==> src/core/multiband_gain_gating_defines.svh <==
`ifndef MULTIBAND_GAIN_GATING_DEFINES_SVH
`define MULTIBAND_GAIN_GATING_DEFINES_SVH

`define MB_BANDS          5
`define MB_LVL_W          8
`define MB_GR_W           6
`define MB_GR_MAX         63

`define MB_CLK_NS         8
`define MB_TICK_NS        1000000
`define MB_TICK_CYCLES    ((`MB_TICK_NS + `MB_CLK_NS - 1) / `MB_CLK_NS)
`define MB_TICK_W         17

`define MB_LEV_STEP_MASK   8'h07
`define MB_BAL_STEP_MASK   8'h1f
`define MB_CREEP_STEP_MASK 8'hff

`define MB_BAL_REF_DB     8'h0c
`define MB_LEV_REF_DB     8'h12
`define MB_COMP_REF_DB    8'h0a

`define MB_CTRL_OFS       8'h00
`define MB_DRIVE_OFS      8'h04
`define MB_GATE_OFS       8'h08
`define MB_DETAIL_OFS     8'h0c
`define MB_STATUS_OFS     8'h10
`define MB_GRBAL_OFS      8'h14
`define MB_GRLEV_OFS      8'h18
`define MB_GRCOMP_OFS     8'h1c

`define MB_CTRL_BAL_BIT   0
`define MB_CTRL_LEV_BIT   1
`define MB_CTRL_COMP_BIT  2
`define MB_CTRL_MODE_BIT  3
`define MB_GATE_DLY_LSB   16
`define MB_STAT_GATE_LSB  8
`define MB_GR_STRIDE      8

`define MB_THR_OFF        8'h00
`define MB_THR_MIN_DB     8'h14
`define MB_THR_MAX_DB     8'h46
`define MB_DLY_MIN_MS     9'h032
`define MB_DLY_MAX_MS     9'h1f4
`define MB_DETAIL_MAX     7'h64

`define MB_RST_DRIVE      4'h8
`define MB_RST_THR        8'h28
`define MB_RST_DLY        9'h064
`define MB_RST_DETAIL     7'h00

`endif

==> src/core/multiband_gain_gating_pkg.sv <==
`include "multiband_gain_gating_defines.svh"

package multiband_gain_gating_pkg;

  typedef logic [`MB_LVL_W-1:0] level_t;
  typedef logic [`MB_GR_W-1:0]  gr_t;
  typedef logic [`MB_GR_W:0]    grSum_t;

  typedef struct packed {
    logic                        valid;
    level_t [`MB_BANDS-1:0]      level;
  } bandLevels_t;

  typedef struct packed {
    logic comp;
    logic lev;
    logic bal;
  } stageEn_t;

  typedef enum logic {
    GATE_HOLD  = 1'b0,
    GATE_CREEP = 1'b1
  } gateMode_t;

  typedef struct packed {
    gr_t        bal;
    gr_t        lev;
    gr_t        comp;
    logic       gated;
    logic [8:0] gateMs;
  } band_t;

  typedef struct packed {
    logic [`MB_TICK_W-1:0]   tickCnt;
    logic                    msTick;
    logic [7:0]              msCnt;
    stageEn_t                en;
    gateMode_t               gmode;
    logic [3:0]              drive;
    level_t                  thresh;
    logic [8:0]              delayMs;
    logic [6:0]              detail;
    level_t [`MB_BANDS-1:0]  lvl;
    band_t [`MB_BANDS-1:0]   band;
    logic                    wrPend;
    logic [7:0]              wrAddr;
    logic                    rdPend;
    logic [7:0]              rdAddr;
    logic [31:0]             rdata;
    logic                    readyOut;
    logic                    resp;
    grSum_t [`MB_BANDS-1:0]  bandGr;
    logic [`MB_BANDS-1:0]    gateFlag;
    stageEn_t                active;
  } state_t;

endpackage

==> src/core/multiband_gain_gating.sv <==
// Summary of operation
// - all stages in: compressor gain never exceeds leveler gain, also during release.
// - balancer out, leveler in: compressor may only cut below leveler gain.
// - balancer and leveler out: compressor alone, no ceiling from another stage.
// - each stage has an enable; enabled means in path and indicator lit.
// - drive scales leveler and compressor reduction depth, never the balancer.
// - band below gate threshold becomes gated and its leveler and compressor action freezes.
// - gate delay 50 to 500 ms holds off freezing so partial release happens.
// - threshold selectable -20 to -70 dBFS, plus an off setting disabling gating.
// - hold mode keeps gain frozen; creep mode lets gain rise very slowly.
// - detail enhance is a percentage from off to 100 that relaxes processing.
// - per-band gate flag set while gated, clear while ungated.
// - five bands, lowest first, each band's state held independently.
// - balancer, leveler and compressor reduction reported per band for metering.
// - balancer acts first, ahead of leveler and compressor; gate detection sees the raw level.
`timescale 1ns/1ps
`default_nettype none

module multiband_gain_gating
  import multiband_gain_gating_pkg::*;
#(
  parameter int unsigned TICK_CYCLES = `MB_TICK_CYCLES
) (
  input  wire logic                    mclk,
  input  wire logic                    arst_n,
  input  wire logic                    hsel,
  input  wire logic [31:0]             haddr,
  input  wire logic [1:0]              htrans,
  input  wire logic                    hwrite,
  input  wire logic [2:0]              hsize,
  input  wire logic [31:0]             hwdata,
  input  wire logic                    hready,
  output logic                         hreadyout,
  output logic                         hresp,
  output logic [31:0]                  hrdata,
  input  wire bandLevels_t             bandIn,
  output var grSum_t [`MB_BANDS-1:0]   bandGr,
  output logic [`MB_BANDS-1:0]         gateFlag,
  output var stageEn_t                 stageActive
);

  state_t st_reg;
  state_t st_next;

  // dB below full scale above a reference, as reduction, saturated
  function automatic gr_t excess(input level_t ref_db, input level_t lvl);
    logic [7:0] d;
    d = 8'h00;
    if (lvl < ref_db) begin
      d = ref_db - lvl;
    end
    if (d > 8'(`MB_GR_MAX)) begin
      d = 8'(`MB_GR_MAX);
    end
    return d[`MB_GR_W-1:0];
  endfunction

  // drive weighting: drive 7 is unity, 15 is double
  function automatic gr_t scaleDrive(input gr_t x, input logic [3:0] drv);
    logic [10:0] p;
    p = 11'(x) * 11'({1'b0, drv} + 5'h01);
    p = p >> 3;
    if (p > 11'(`MB_GR_MAX)) begin
      p = 11'(`MB_GR_MAX);
    end
    return p[`MB_GR_W-1:0];
  endfunction

  function automatic gr_t stepToward(input gr_t cur, input gr_t tgt);
    gr_t r;
    r = cur;
    if (cur < tgt) begin
      r = cur + 1'b1;
    end else if (cur > tgt) begin
      r = cur - 1'b1;
    end
    return r;
  endfunction

  function automatic gr_t creepDown(input gr_t cur);
    return (cur != '0) ? gr_t'(cur - 1'b1) : cur;
  endfunction

  function automatic logic [31:0] packGr(input state_t s, input logic [1:0] which);
    logic [31:0] w;
    w = 32'h0000_0000;
    for (int i = 0; i < `MB_BANDS; i++) begin
      unique case (which)
        2'h0:    w[i*`MB_GR_STRIDE +: `MB_GR_W] = s.band[i].bal;
        2'h1:    w[i*`MB_GR_STRIDE +: `MB_GR_W] = s.band[i].lev;
        default: w[i*`MB_GR_STRIDE +: `MB_GR_W] = s.band[i].comp;
      endcase
    end
    return w;
  endfunction

  function automatic logic [31:0] readMux(input state_t s, input logic [7:0] a);
    logic [31:0] w;
    w = 32'h0000_0000;
    unique case (a)
      `MB_CTRL_OFS: begin
        w[`MB_CTRL_BAL_BIT]  = s.en.bal;
        w[`MB_CTRL_LEV_BIT]  = s.en.lev;
        w[`MB_CTRL_COMP_BIT] = s.en.comp;
        w[`MB_CTRL_MODE_BIT] = s.gmode;
      end
      `MB_DRIVE_OFS:  w[3:0] = s.drive;
      `MB_GATE_OFS: begin
        w[7:0]                    = s.thresh;
        w[`MB_GATE_DLY_LSB +: 9]  = s.delayMs;
      end
      `MB_DETAIL_OFS: w[6:0] = s.detail;
      `MB_STATUS_OFS: begin
        w[2:0]                              = s.active;
        w[`MB_STAT_GATE_LSB +: `MB_BANDS]   = s.gateFlag;
      end
      `MB_GRBAL_OFS:  w = packGr(s, 2'h0);
      `MB_GRLEV_OFS:  w = packGr(s, 2'h1);
      `MB_GRCOMP_OFS: w = packGr(s, 2'h2);
      default:        w = 32'h0000_0000;
    endcase
    return w;
  endfunction

  // unmapped space folds onto an unused offset, so reads give 0 and writes drop
  function automatic logic [7:0] wordAddr(input logic [31:0] a);
    logic [7:0] w;
    w = {a[7:2], 2'h0};
    if (a[31:8] != '0) begin
      w = 8'hff;
    end
    return w;
  endfunction

  always_comb begin
    logic       addrPhase;
    logic       balStep;
    logic       levStep;
    logic       creepStep;
    logic       creepNow;
    logic       below;
    logic       frozen;
    logic [8:0] sumIn;
    level_t     stageIn;
    gr_t        levTgt;
    gr_t        compTgt;
    logic [12:0] relaxed;
    logic [7:0] v8;
    logic [8:0] v9;
    logic [6:0] v7;
    addrPhase = 1'b0;
    balStep   = 1'b0;
    levStep   = 1'b0;
    creepStep = 1'b0;
    creepNow  = 1'b0;
    below     = 1'b0;
    frozen    = 1'b0;
    sumIn     = 9'h000;
    stageIn   = '0;
    levTgt    = '0;
    compTgt   = '0;
    relaxed   = 13'h0000;
    v8        = 8'h00;
    v9        = 9'h000;
    v7        = 7'h00;
    st_next   = st_reg;

    // one cycle ms enable, slower stage rates derived from it
    st_next.msTick = 1'b0;
    if (st_reg.tickCnt == `MB_TICK_W'(TICK_CYCLES - 1)) begin
      st_next.tickCnt = '0;
      st_next.msTick  = 1'b1;
    end else begin
      st_next.tickCnt = st_reg.tickCnt + 1'b1;
    end
    if (st_reg.msTick) begin
      st_next.msCnt = st_reg.msCnt + 8'h01;
    end
    balStep   = st_reg.msTick && ((st_reg.msCnt & `MB_BAL_STEP_MASK) == 8'h00);
    levStep   = st_reg.msTick && ((st_reg.msCnt & `MB_LEV_STEP_MASK) == 8'h00);
    creepStep = st_reg.msTick && ((st_reg.msCnt & `MB_CREEP_STEP_MASK) == 8'h00);
    // creep only in creep mode, hold keeps a frozen gain exact
    creepNow  = creepStep && (st_reg.gmode == GATE_CREEP);

    if (bandIn.valid) begin
      st_next.lvl = bandIn.level;
    end

    for (int i = 0; i < `MB_BANDS; i++) begin
      // balancer sees raw input only, drive deliberately not applied
      if (!st_reg.en.bal) begin
        st_next.band[i].bal = '0;
      end else if (balStep) begin
        st_next.band[i].bal = stepToward(st_reg.band[i].bal,
                                         excess(`MB_BAL_REF_DB, st_reg.lvl[i]));
      end

      // later stages see the level after balancer reduction
      sumIn = {1'b0, st_reg.lvl[i]} + 9'(st_reg.band[i].bal);
      stageIn = sumIn[8] ? 8'hff : sumIn[7:0];

      // gate detection on incoming band level
      // a larger level number is quieter, so below threshold means greater
      below = (st_reg.thresh != `MB_THR_OFF) && (st_reg.lvl[i] > st_reg.thresh);
      if (!below) begin
        st_next.band[i].gateMs = 9'h000;
        st_next.band[i].gated  = 1'b0;
      end else if (st_reg.band[i].gateMs >= st_reg.delayMs) begin
        st_next.band[i].gated = 1'b1;
      end else if (st_reg.msTick) begin
        st_next.band[i].gateMs = st_reg.band[i].gateMs + 9'h001;
      end

      frozen = st_reg.band[i].gated;

      levTgt  = scaleDrive(excess(`MB_LEV_REF_DB, stageIn), st_reg.drive);
      compTgt = scaleDrive(excess(`MB_COMP_REF_DB, stageIn), st_reg.drive);
      // detail enhance backs compressor depth off by its percentage
      // leveler depth stays as driven, so detail only relaxes the fast stage
      relaxed = 13'(compTgt) * 13'(7'(`MB_DETAIL_MAX) - st_reg.detail);
      relaxed = relaxed / 13'(`MB_DETAIL_MAX);
      compTgt = relaxed[`MB_GR_W-1:0];

      if (!st_reg.en.lev) begin
        st_next.band[i].lev = '0;
      end else if (frozen) begin
        if (creepNow) begin
          st_next.band[i].lev = creepDown(st_reg.band[i].lev);
        end
      end else if (levStep) begin
        st_next.band[i].lev = stepToward(st_reg.band[i].lev, levTgt);
      end

      if (!st_reg.en.comp) begin
        st_next.band[i].comp = '0;
      end else if (frozen) begin
        if (creepNow) begin
          st_next.band[i].comp = creepDown(st_reg.band[i].comp);
        end
      end else if (st_reg.msTick) begin
        st_next.band[i].comp = stepToward(st_reg.band[i].comp, compTgt);
      end
      // ceiling applied after release step so a releasing band never overshoots
      if (st_reg.en.comp && st_reg.en.lev &&
          st_next.band[i].comp < st_next.band[i].lev) begin
        st_next.band[i].comp = st_next.band[i].lev;
      end
      // leveler out: compressor runs free, no ceiling

      st_next.bandGr[i] = grSum_t'(st_next.band[i].bal) +
                          grSum_t'(st_reg.en.comp ? st_next.band[i].comp
                                                  : st_next.band[i].lev);
      st_next.gateFlag[i] = st_next.band[i].gated;
    end
    st_next.active = st_reg.en;

    // ahb-lite slave: zero wait writes, one wait state on reads
    addrPhase = hsel && htrans[1] && hready;
    st_next.resp = 1'b0;
    // writes land in the data phase, while hwdata stands
    if (st_reg.wrPend) begin
      st_next.wrPend = 1'b0;
      unique case (st_reg.wrAddr)
        `MB_CTRL_OFS: begin
          st_next.en.bal  = hwdata[`MB_CTRL_BAL_BIT];
          st_next.en.lev  = hwdata[`MB_CTRL_LEV_BIT];
          st_next.en.comp = hwdata[`MB_CTRL_COMP_BIT];
          st_next.gmode   = gateMode_t'(hwdata[`MB_CTRL_MODE_BIT]);
        end
        `MB_DRIVE_OFS: st_next.drive = hwdata[3:0];
        `MB_GATE_OFS: begin
          v8 = hwdata[7:0];
          if (v8 != `MB_THR_OFF && v8 < `MB_THR_MIN_DB) begin
            v8 = `MB_THR_MIN_DB;
          end else if (v8 > `MB_THR_MAX_DB) begin
            v8 = `MB_THR_MAX_DB;
          end
          st_next.thresh = v8;
          v9 = hwdata[`MB_GATE_DLY_LSB +: 9];
          if (v9 < `MB_DLY_MIN_MS) begin
            v9 = `MB_DLY_MIN_MS;
          end else if (v9 > `MB_DLY_MAX_MS) begin
            v9 = `MB_DLY_MAX_MS;
          end
          st_next.delayMs = v9;
        end
        `MB_DETAIL_OFS: begin
          v7 = hwdata[6:0];
          if (hwdata[31:7] != '0 || v7 > `MB_DETAIL_MAX) begin
            v7 = `MB_DETAIL_MAX;
          end
          st_next.detail = v7;
        end
        default: ;
      endcase
    end
    if (st_reg.rdPend) begin
      st_next.rdPend   = 1'b0;
      st_next.rdata    = readMux(st_reg, st_reg.rdAddr);
      st_next.readyOut = 1'b1;
    end
    if (addrPhase) begin
      // sub-word writes are ignored, only whole words update registers
      if (hwrite) begin
        st_next.wrPend = (hsize == 3'h2);
        st_next.wrAddr = wordAddr(haddr);
      end else begin
        st_next.rdPend   = 1'b1;
        st_next.rdAddr   = wordAddr(haddr);
        st_next.readyOut = 1'b0;
      end
    end
  end

  always_ff @(posedge mclk or negedge arst_n) begin
    if (!arst_n) begin
      st_reg          <= '0;
      st_reg.en       <= '{comp: 1'b1, lev: 1'b1, bal: 1'b1};
      st_reg.gmode    <= GATE_HOLD;
      st_reg.drive    <= `MB_RST_DRIVE;
      st_reg.thresh   <= `MB_RST_THR;
      st_reg.delayMs  <= `MB_RST_DLY;
      st_reg.detail   <= `MB_RST_DETAIL;
      st_reg.lvl      <= '1;
      st_reg.readyOut <= 1'b1;
      st_reg.active   <= '{comp: 1'b1, lev: 1'b1, bal: 1'b1};
    end else begin
      st_reg <= st_next;
    end
  end

  assign hreadyout   = st_reg.readyOut;
  assign hresp       = st_reg.resp;
  assign hrdata      = st_reg.rdata;
  assign bandGr      = st_reg.bandGr;
  assign gateFlag    = st_reg.gateFlag;
  assign stageActive = st_reg.active;

endmodule

`default_nettype wire

==> config.mk <==
export PLATFORM = sky130hd
export DESIGN_NAME = multiband_gain_gating
export DESIGN_NICKNAME = d
export VERILOG_FILES = /design/src/core/multiband_gain_gating_pkg.sv /design/src/core/multiband_gain_gating.sv
export VERILOG_INCLUDE_DIRS = /design/src /design/src/core
export SDC_FILE = /design/constraint.sdc
export NUM_CORES = 2
export LEC_CHECK = 0
export BUFFER_PORTS_ARGS = -buffer_cell sky130_fd_sc_hd__buf_2
export CAP_MARGIN = 25
export CORE_MARGIN = 5
export CORE_UTILIZATION = 36
export CTS_CLUSTER_DIAMETER = 40
export CTS_CLUSTER_SIZE = 40
export DETAILED_ROUTE_END_ITERATION = 8
export PLACE_DENSITY = 0.6
export SYNTH_ARGS = -nofsm -noshare
export SYNTH_HDL_FRONTEND = slang
export SYNTH_SLANG_ARGS = --single-unit
==> constraint.sdc <==
create_clock -name mclk -period 26 [get_ports mclk]
set_clock_uncertainty 0.05 [all_clocks]
set_input_delay 5.2 -clock mclk [delete_from_list [all_inputs] [get_ports mclk]]
set_output_delay 5.2 -clock mclk [all_outputs]
set_load 0.01 [all_outputs]
* Word-level counts from Yosys, hierarchy flattened
Index checks and enable logic that the tools add are counted.
Operators by class: add/sub/neg operators 64, multipliers 15, divide/modulo/power cells 5, magnitude comparators 90, eq/ne operators 22, shifts and indexed selects 0, multiplexer cells 207, bitwise gates (word level) 1, reduce and logical (&&, ||, !) cells 49
Operators with widths (count):
- 2-to-1 mux 6 bit | 135
- 2-to-1 mux 8 bit | 33
- greater-than comparator 8 x 6 -> 1 bit, second input constant | 25
- 2-to-1 mux 9 bit | 14
- < comparator 6 bit | 20
- multiplier 6 x 5 -> 11 bit | 10
- adder 6 x 1 -> 6 bit, second input constant | 15
- greater-than comparator 6 bit | 15
- subtractor 6 x 1 -> 6 bit, second input constant | 15
- < comparator 8 x 4 -> 1 bit, second input constant | 10
- subtractor 4 x 8 -> 8 bit, first input constant | 10
- divider 13 x 7 -> 13 bit, second input constant | 5
- nonzero test 6 bit | 10
- multiplier 6 x 13 -> 13 bit | 4
- 2-to-1 mux 10 bit | 5
- < comparator 8 x 5 -> 1 bit, second input constant | 6
- adder 8 x 6 -> 9 bit | 5
- adder 9 x 1 -> 9 bit, second input constant | 5
- >= comparator 9 bit | 5
- greater-than comparator 8 bit | 5
- zero test 8 bit | 5
- subtractor 5 x 8 -> 8 bit, first input constant | 5
- one-hot mux 9 bit (4 select lines) | 1
- adder 6 x 6 -> 7 bit | 5
- 32 further kinds | 85
Storage, ports and cells: flip-flop bits (word level) 330, latch bits 0, RAM bits 0, memory bits (read-only) 0, input port bits 115, output and inout bits 77, memories 0

* Logic depth before layout (Yosys ltp)
word-level depth 22, mapped depth 94, gate-level depth less buffers 92

* Worst setup path after synthesis
OpenSTA, ideal clock, no wires.
path kind register to register, start point register st_reg[229] in the netlist's numbering, end point register st_reg, in the netlist bandGr[34], library setup time 122 ps, arrival time 20502 ps, path slack 5326 ps, stages on the path, launching flop included 86, buffers on the path 2, period minus slack after synthesis 20674 ps, cells stage by stage dfrtp_1 ha_1 fa_1 a21o_1 a211oi_1 o21bai_1 and3_1 clkbuf_1 or2_2 ha_1 or3_1 a21o_1 or2_2 nor2_1 o21ai_0 or2_2 fa_1 fa_1 [... 50 more ...] inv_1 ha_1 a21o_1 a21oi_1 nor2b_1 o21ai_0 nand2b_1 a211oi_1 o21ai_0 a21o_1 ha_1 fa_1 a21oi_1 nor2_1 nor2_1 nor2b_1 o21ai_0 nand2b_1
RTL lines:
- start: declaration | RTL line multiband_gain_gating.sv:42 | state_t st_reg;
- start signal: assignment | RTL line multiband_gain_gating.sv:328 | st_reg <= st_next;

==> flow_summary_export.csv <==
group,metric,value,unit
outcome,status,"finished clean",
sta,worst_pin_slew,1040,ps
sta,finalHoldViolCount,0,
synthesis,syn_area,49100,µm²
critical_path,critical_path_class,"flip-flop to flip-flop",
critical_path,start_kind,"flip-flop",
sta,grt_setup_unrepaired,"false",
cts,cts_root_buf,"clkbuf_16",
critical_path,cpPeakStageDelay,720,ps
final_layout,largest_reg_flops,247,
placement,routabilityCongestion,0.933,
cts,clk_path_buf_depth,3,
die,io_pins,192,
synthesis,synth_edf_count,0,
cts,post_cts_buffers,0,
critical_path,cpMostUsedCell,"fa_1",
sta,final-setup-viol-count,0,
detailed_routing,routed_via_density,5.54,
final_layout,nNetsFinal,7116,
critical_path,rr_startpoint,"st_reg[173]$_DFF_PN0_",
cts,cts_inserted_buffers,39,
synthesis,netlist.area_leader.share,14.8,%
synthesis,yosys_most_used_dff,"dfrtp_1",
sta,period_share,86.1,%
die,die_h,379,µm
synthesis,ys.warnings.count,0,
critical_path,cp_data_required_time,26390,ps
detailed_routing,drtIter0Drc,3149,
synthesis,synth.distinct_cells,120,
final_layout,syn2layout_area_growth,7.98,%
global_route,grt_pass1_wl,234000,µm
placement,dp_cells,7875,
global_route,grt_usage,20.1,%
global_route,antenna_found_initial,2,
detailed_routing,drc,0,
hold_path,min_path_cells,1,
placement,hpwl,117000,µm
die,die-width,379,µm
critical_path,end_kind,"flip-flop",
power_and_ir_drop,finalPower,2.77,mW
cts,clk_pin_slew_worst_paths,70,ps
global_route,grt-ovfl-total,0,
sta,setup_tns,0,ps
synthesis,async_reset_ff_share,100,%
synthesis,ys_seq_area_share,16.5,%
final_layout,fin_cells,7953,
synthesis,synth.area.top_cells,"ha_1 15%, dfrtp_1 14%, fa_1 12%",
detailed_routing,wl_per_cell,18.6,µm
power_and_ir_drop,powerDensity,52.1,nW/µm²
cts,clkSinkCount,321,
power_and_ir_drop,leakagePower,26.2,nW
flow_run,maxCapViolations,0,
cts,postCtsHoldBufs,0,
critical_path,r2r_cells,83,
die,row_count,135,
power_and_ir_drop,peakVddDrop,0.0559,mV
cts,post_cts_resized,0,
die,dieArea,144000,µm²
synthesis,synth_top_area_cell,"ha_1",
critical_path,rr_endpoint,"bandGr[20]$_DFF_PN0_",
synthesis,syn_avg_cell_area,8.06,µm²
sta,slew_violations,0,
critical_path,cp_data_arrival_time,22780,ps
synthesis,ys_ff_latch,321,
hold_path,hp-class,"flip-flop to flip-flop",
critical_path,crit_slowest_cell,"o32ai_1",
die,coreArea,135000,µm²
critical_path,rrSetupSlack,3610,ps
cts,worst_skew_pair.late_latency,580,ps
hold_path,hold_path.startpoint,"st_reg[314]$_DFFE_PN0P_",
sta,max_freq,0.0447,GHz
detailed_routing,routed_wl,148000,µm
detailed_routing,vias,44100,
final_layout,drive_above_1_share,9.76,%
placement,io_buffers,183,
die,start_util,36.3,%
cts,cts_tree,"built",
critical_path,path_max_fanout,12,
cts,htreeDepth,2,
sta,period_needed,22390,ps
synthesis,syn_inst,6096,
global_route,grt_max_degree,72,
detailed_routing,dr.pass1.iters,5,
hold_path,min_to,"st_reg[314]$_DFFE_PN0P_",
global_route,grt_pass1_vias,42700,
detailed_routing,ant_nets,0,
sta,relSlewSlack,30.0,%
cells in the final DEF, fill, tap and decap left out, drive strengths merged, types with 70 or more instances in the layout:
cell type / count
nor2: 665
inv: 616
ha: 580
nand2: 542
a21oi: 345
o21ai: 327
fa: 284
dfrtp: 268
buf: 254
xnor2: 226
xor2: 144
a21o: 133
nand3: 113
nor3: 105
and2: 104
nand2b: 102
nor2b: 78
or2: 70
critical path, delay by kind of cell, from the launching register on:
family | cells | cell delay (ps)
buf+inv | 4 | 470
simple gates | 24 | 4250
mux | 4 | 1320
fa+ha+maj | 16 | 5910
compound gates | 35 | 9760
flops | 1 | 500
power breakdown:
part | switching, mW | leakage, nW | internal, mW
clock | 0.269 | 0.666 | 0.315
sequential | 0.0226 | 4.15 | 0.517
combinational | 1.03 | 21.4 | 0.616
metal layers:
metal | vias to the layer above | global-route usage [%] | part of all wire (%)
li1 | 21200 | - | -
met1 | 21200 | 26.8 | 44
met2 | 1304 | 33.3 | 46
met3 | 259 | 2.13 | 5.6
met4 | 0 | 8.30 | 4.5
met5 | - | 0 | 0
Yosys cell counts, types with 53 or more instances:
master / count
nor2_1: 662
inv_1: 601
ha_1: 580
nand2_1: 542
a21oi_1: 338
o21ai_0: 312
fa_1: 284
dfrtp_1: 268
xnor2_1: 223
clkbuf_1: 177
xor2_1: 142
a21o_1: 133
nand3_1: 112
and2_1: 103
nor3_1: 103
nand2b_1: 102
buf_4: 79
nor2b_1: 78
or2_2: 66
or3_1: 66
mux2_2: 64
mux2i_1: 63
nand4_1: 61
a211oi_1: 60
dfstp_2: 53
cell families (layout without fill, tap and decap cells):
logic type	Yosys count	after routing	share of synthesized area, %
fa+ha+maj	870	870	26.5
other cells	2	19	0.0153
flops	321	321	16.5
buf+inv	875	934	7.30
compound gates	1464	1464	20.2
mux	130	130	2.83
simple gates	2064	2064	20.0
xor+xnor	370	370	6.67
area by class of cell:
class / count / area (µm²)
antenna: 4 / 10.0
clock inverter: 26 / 307
clock buffer: 46 / 1070
timing repair buffer: 255 / 1460
fill: 13900 / 82400
sequential: 321 / 8100
tap: 1781 / 2230
inverter: 607 / 2280
multi-input combinational: 4913 / 37600
through the flow:
step | hold slack [ps] | util [%] | setup slack, ps | instance area (µm²)
final | 424 | 39.2 | 3610 | 53000
after global placement | 404 | 38.1 | 4020 | 51600
after floorplan | 303 | - | 5330 | 49200
after global routing | 433 | 39.1 | 1830 | 53000
after CTS | 424 | 39.1 | 3720 | 53000
after detailed placement | 413 | 38.1 | 3800 | 51600
how the worst max path moves through the flow:
stage,start,to,slack [ps],cells after the start
after floorplan,st_reg[229]$_DFF_PN0_,bandGr[34]$_DFF_PN0_,5330,85
after global placement,st_reg[251]$_DFFE_PN1P_,bandGr[20]$_DFF_PN0_,4020,83
after detailed placement,st_reg[251]$_DFFE_PN1P_,bandGr[20]$_DFF_PN0_,3800,83
after CTS,st_reg[251]$_DFFE_PN1P_,bandGr[20]$_DFF_PN0_,3720,83
after global routing,st_reg[173]$_DFF_PN0_,bandGr[20]$_DFF_PN0_,1830,83
final,st_reg[173]$_DFF_PN0_,bandGr[20]$_DFF_PN0_,3610,83
(Power assumes the default switching activity.)
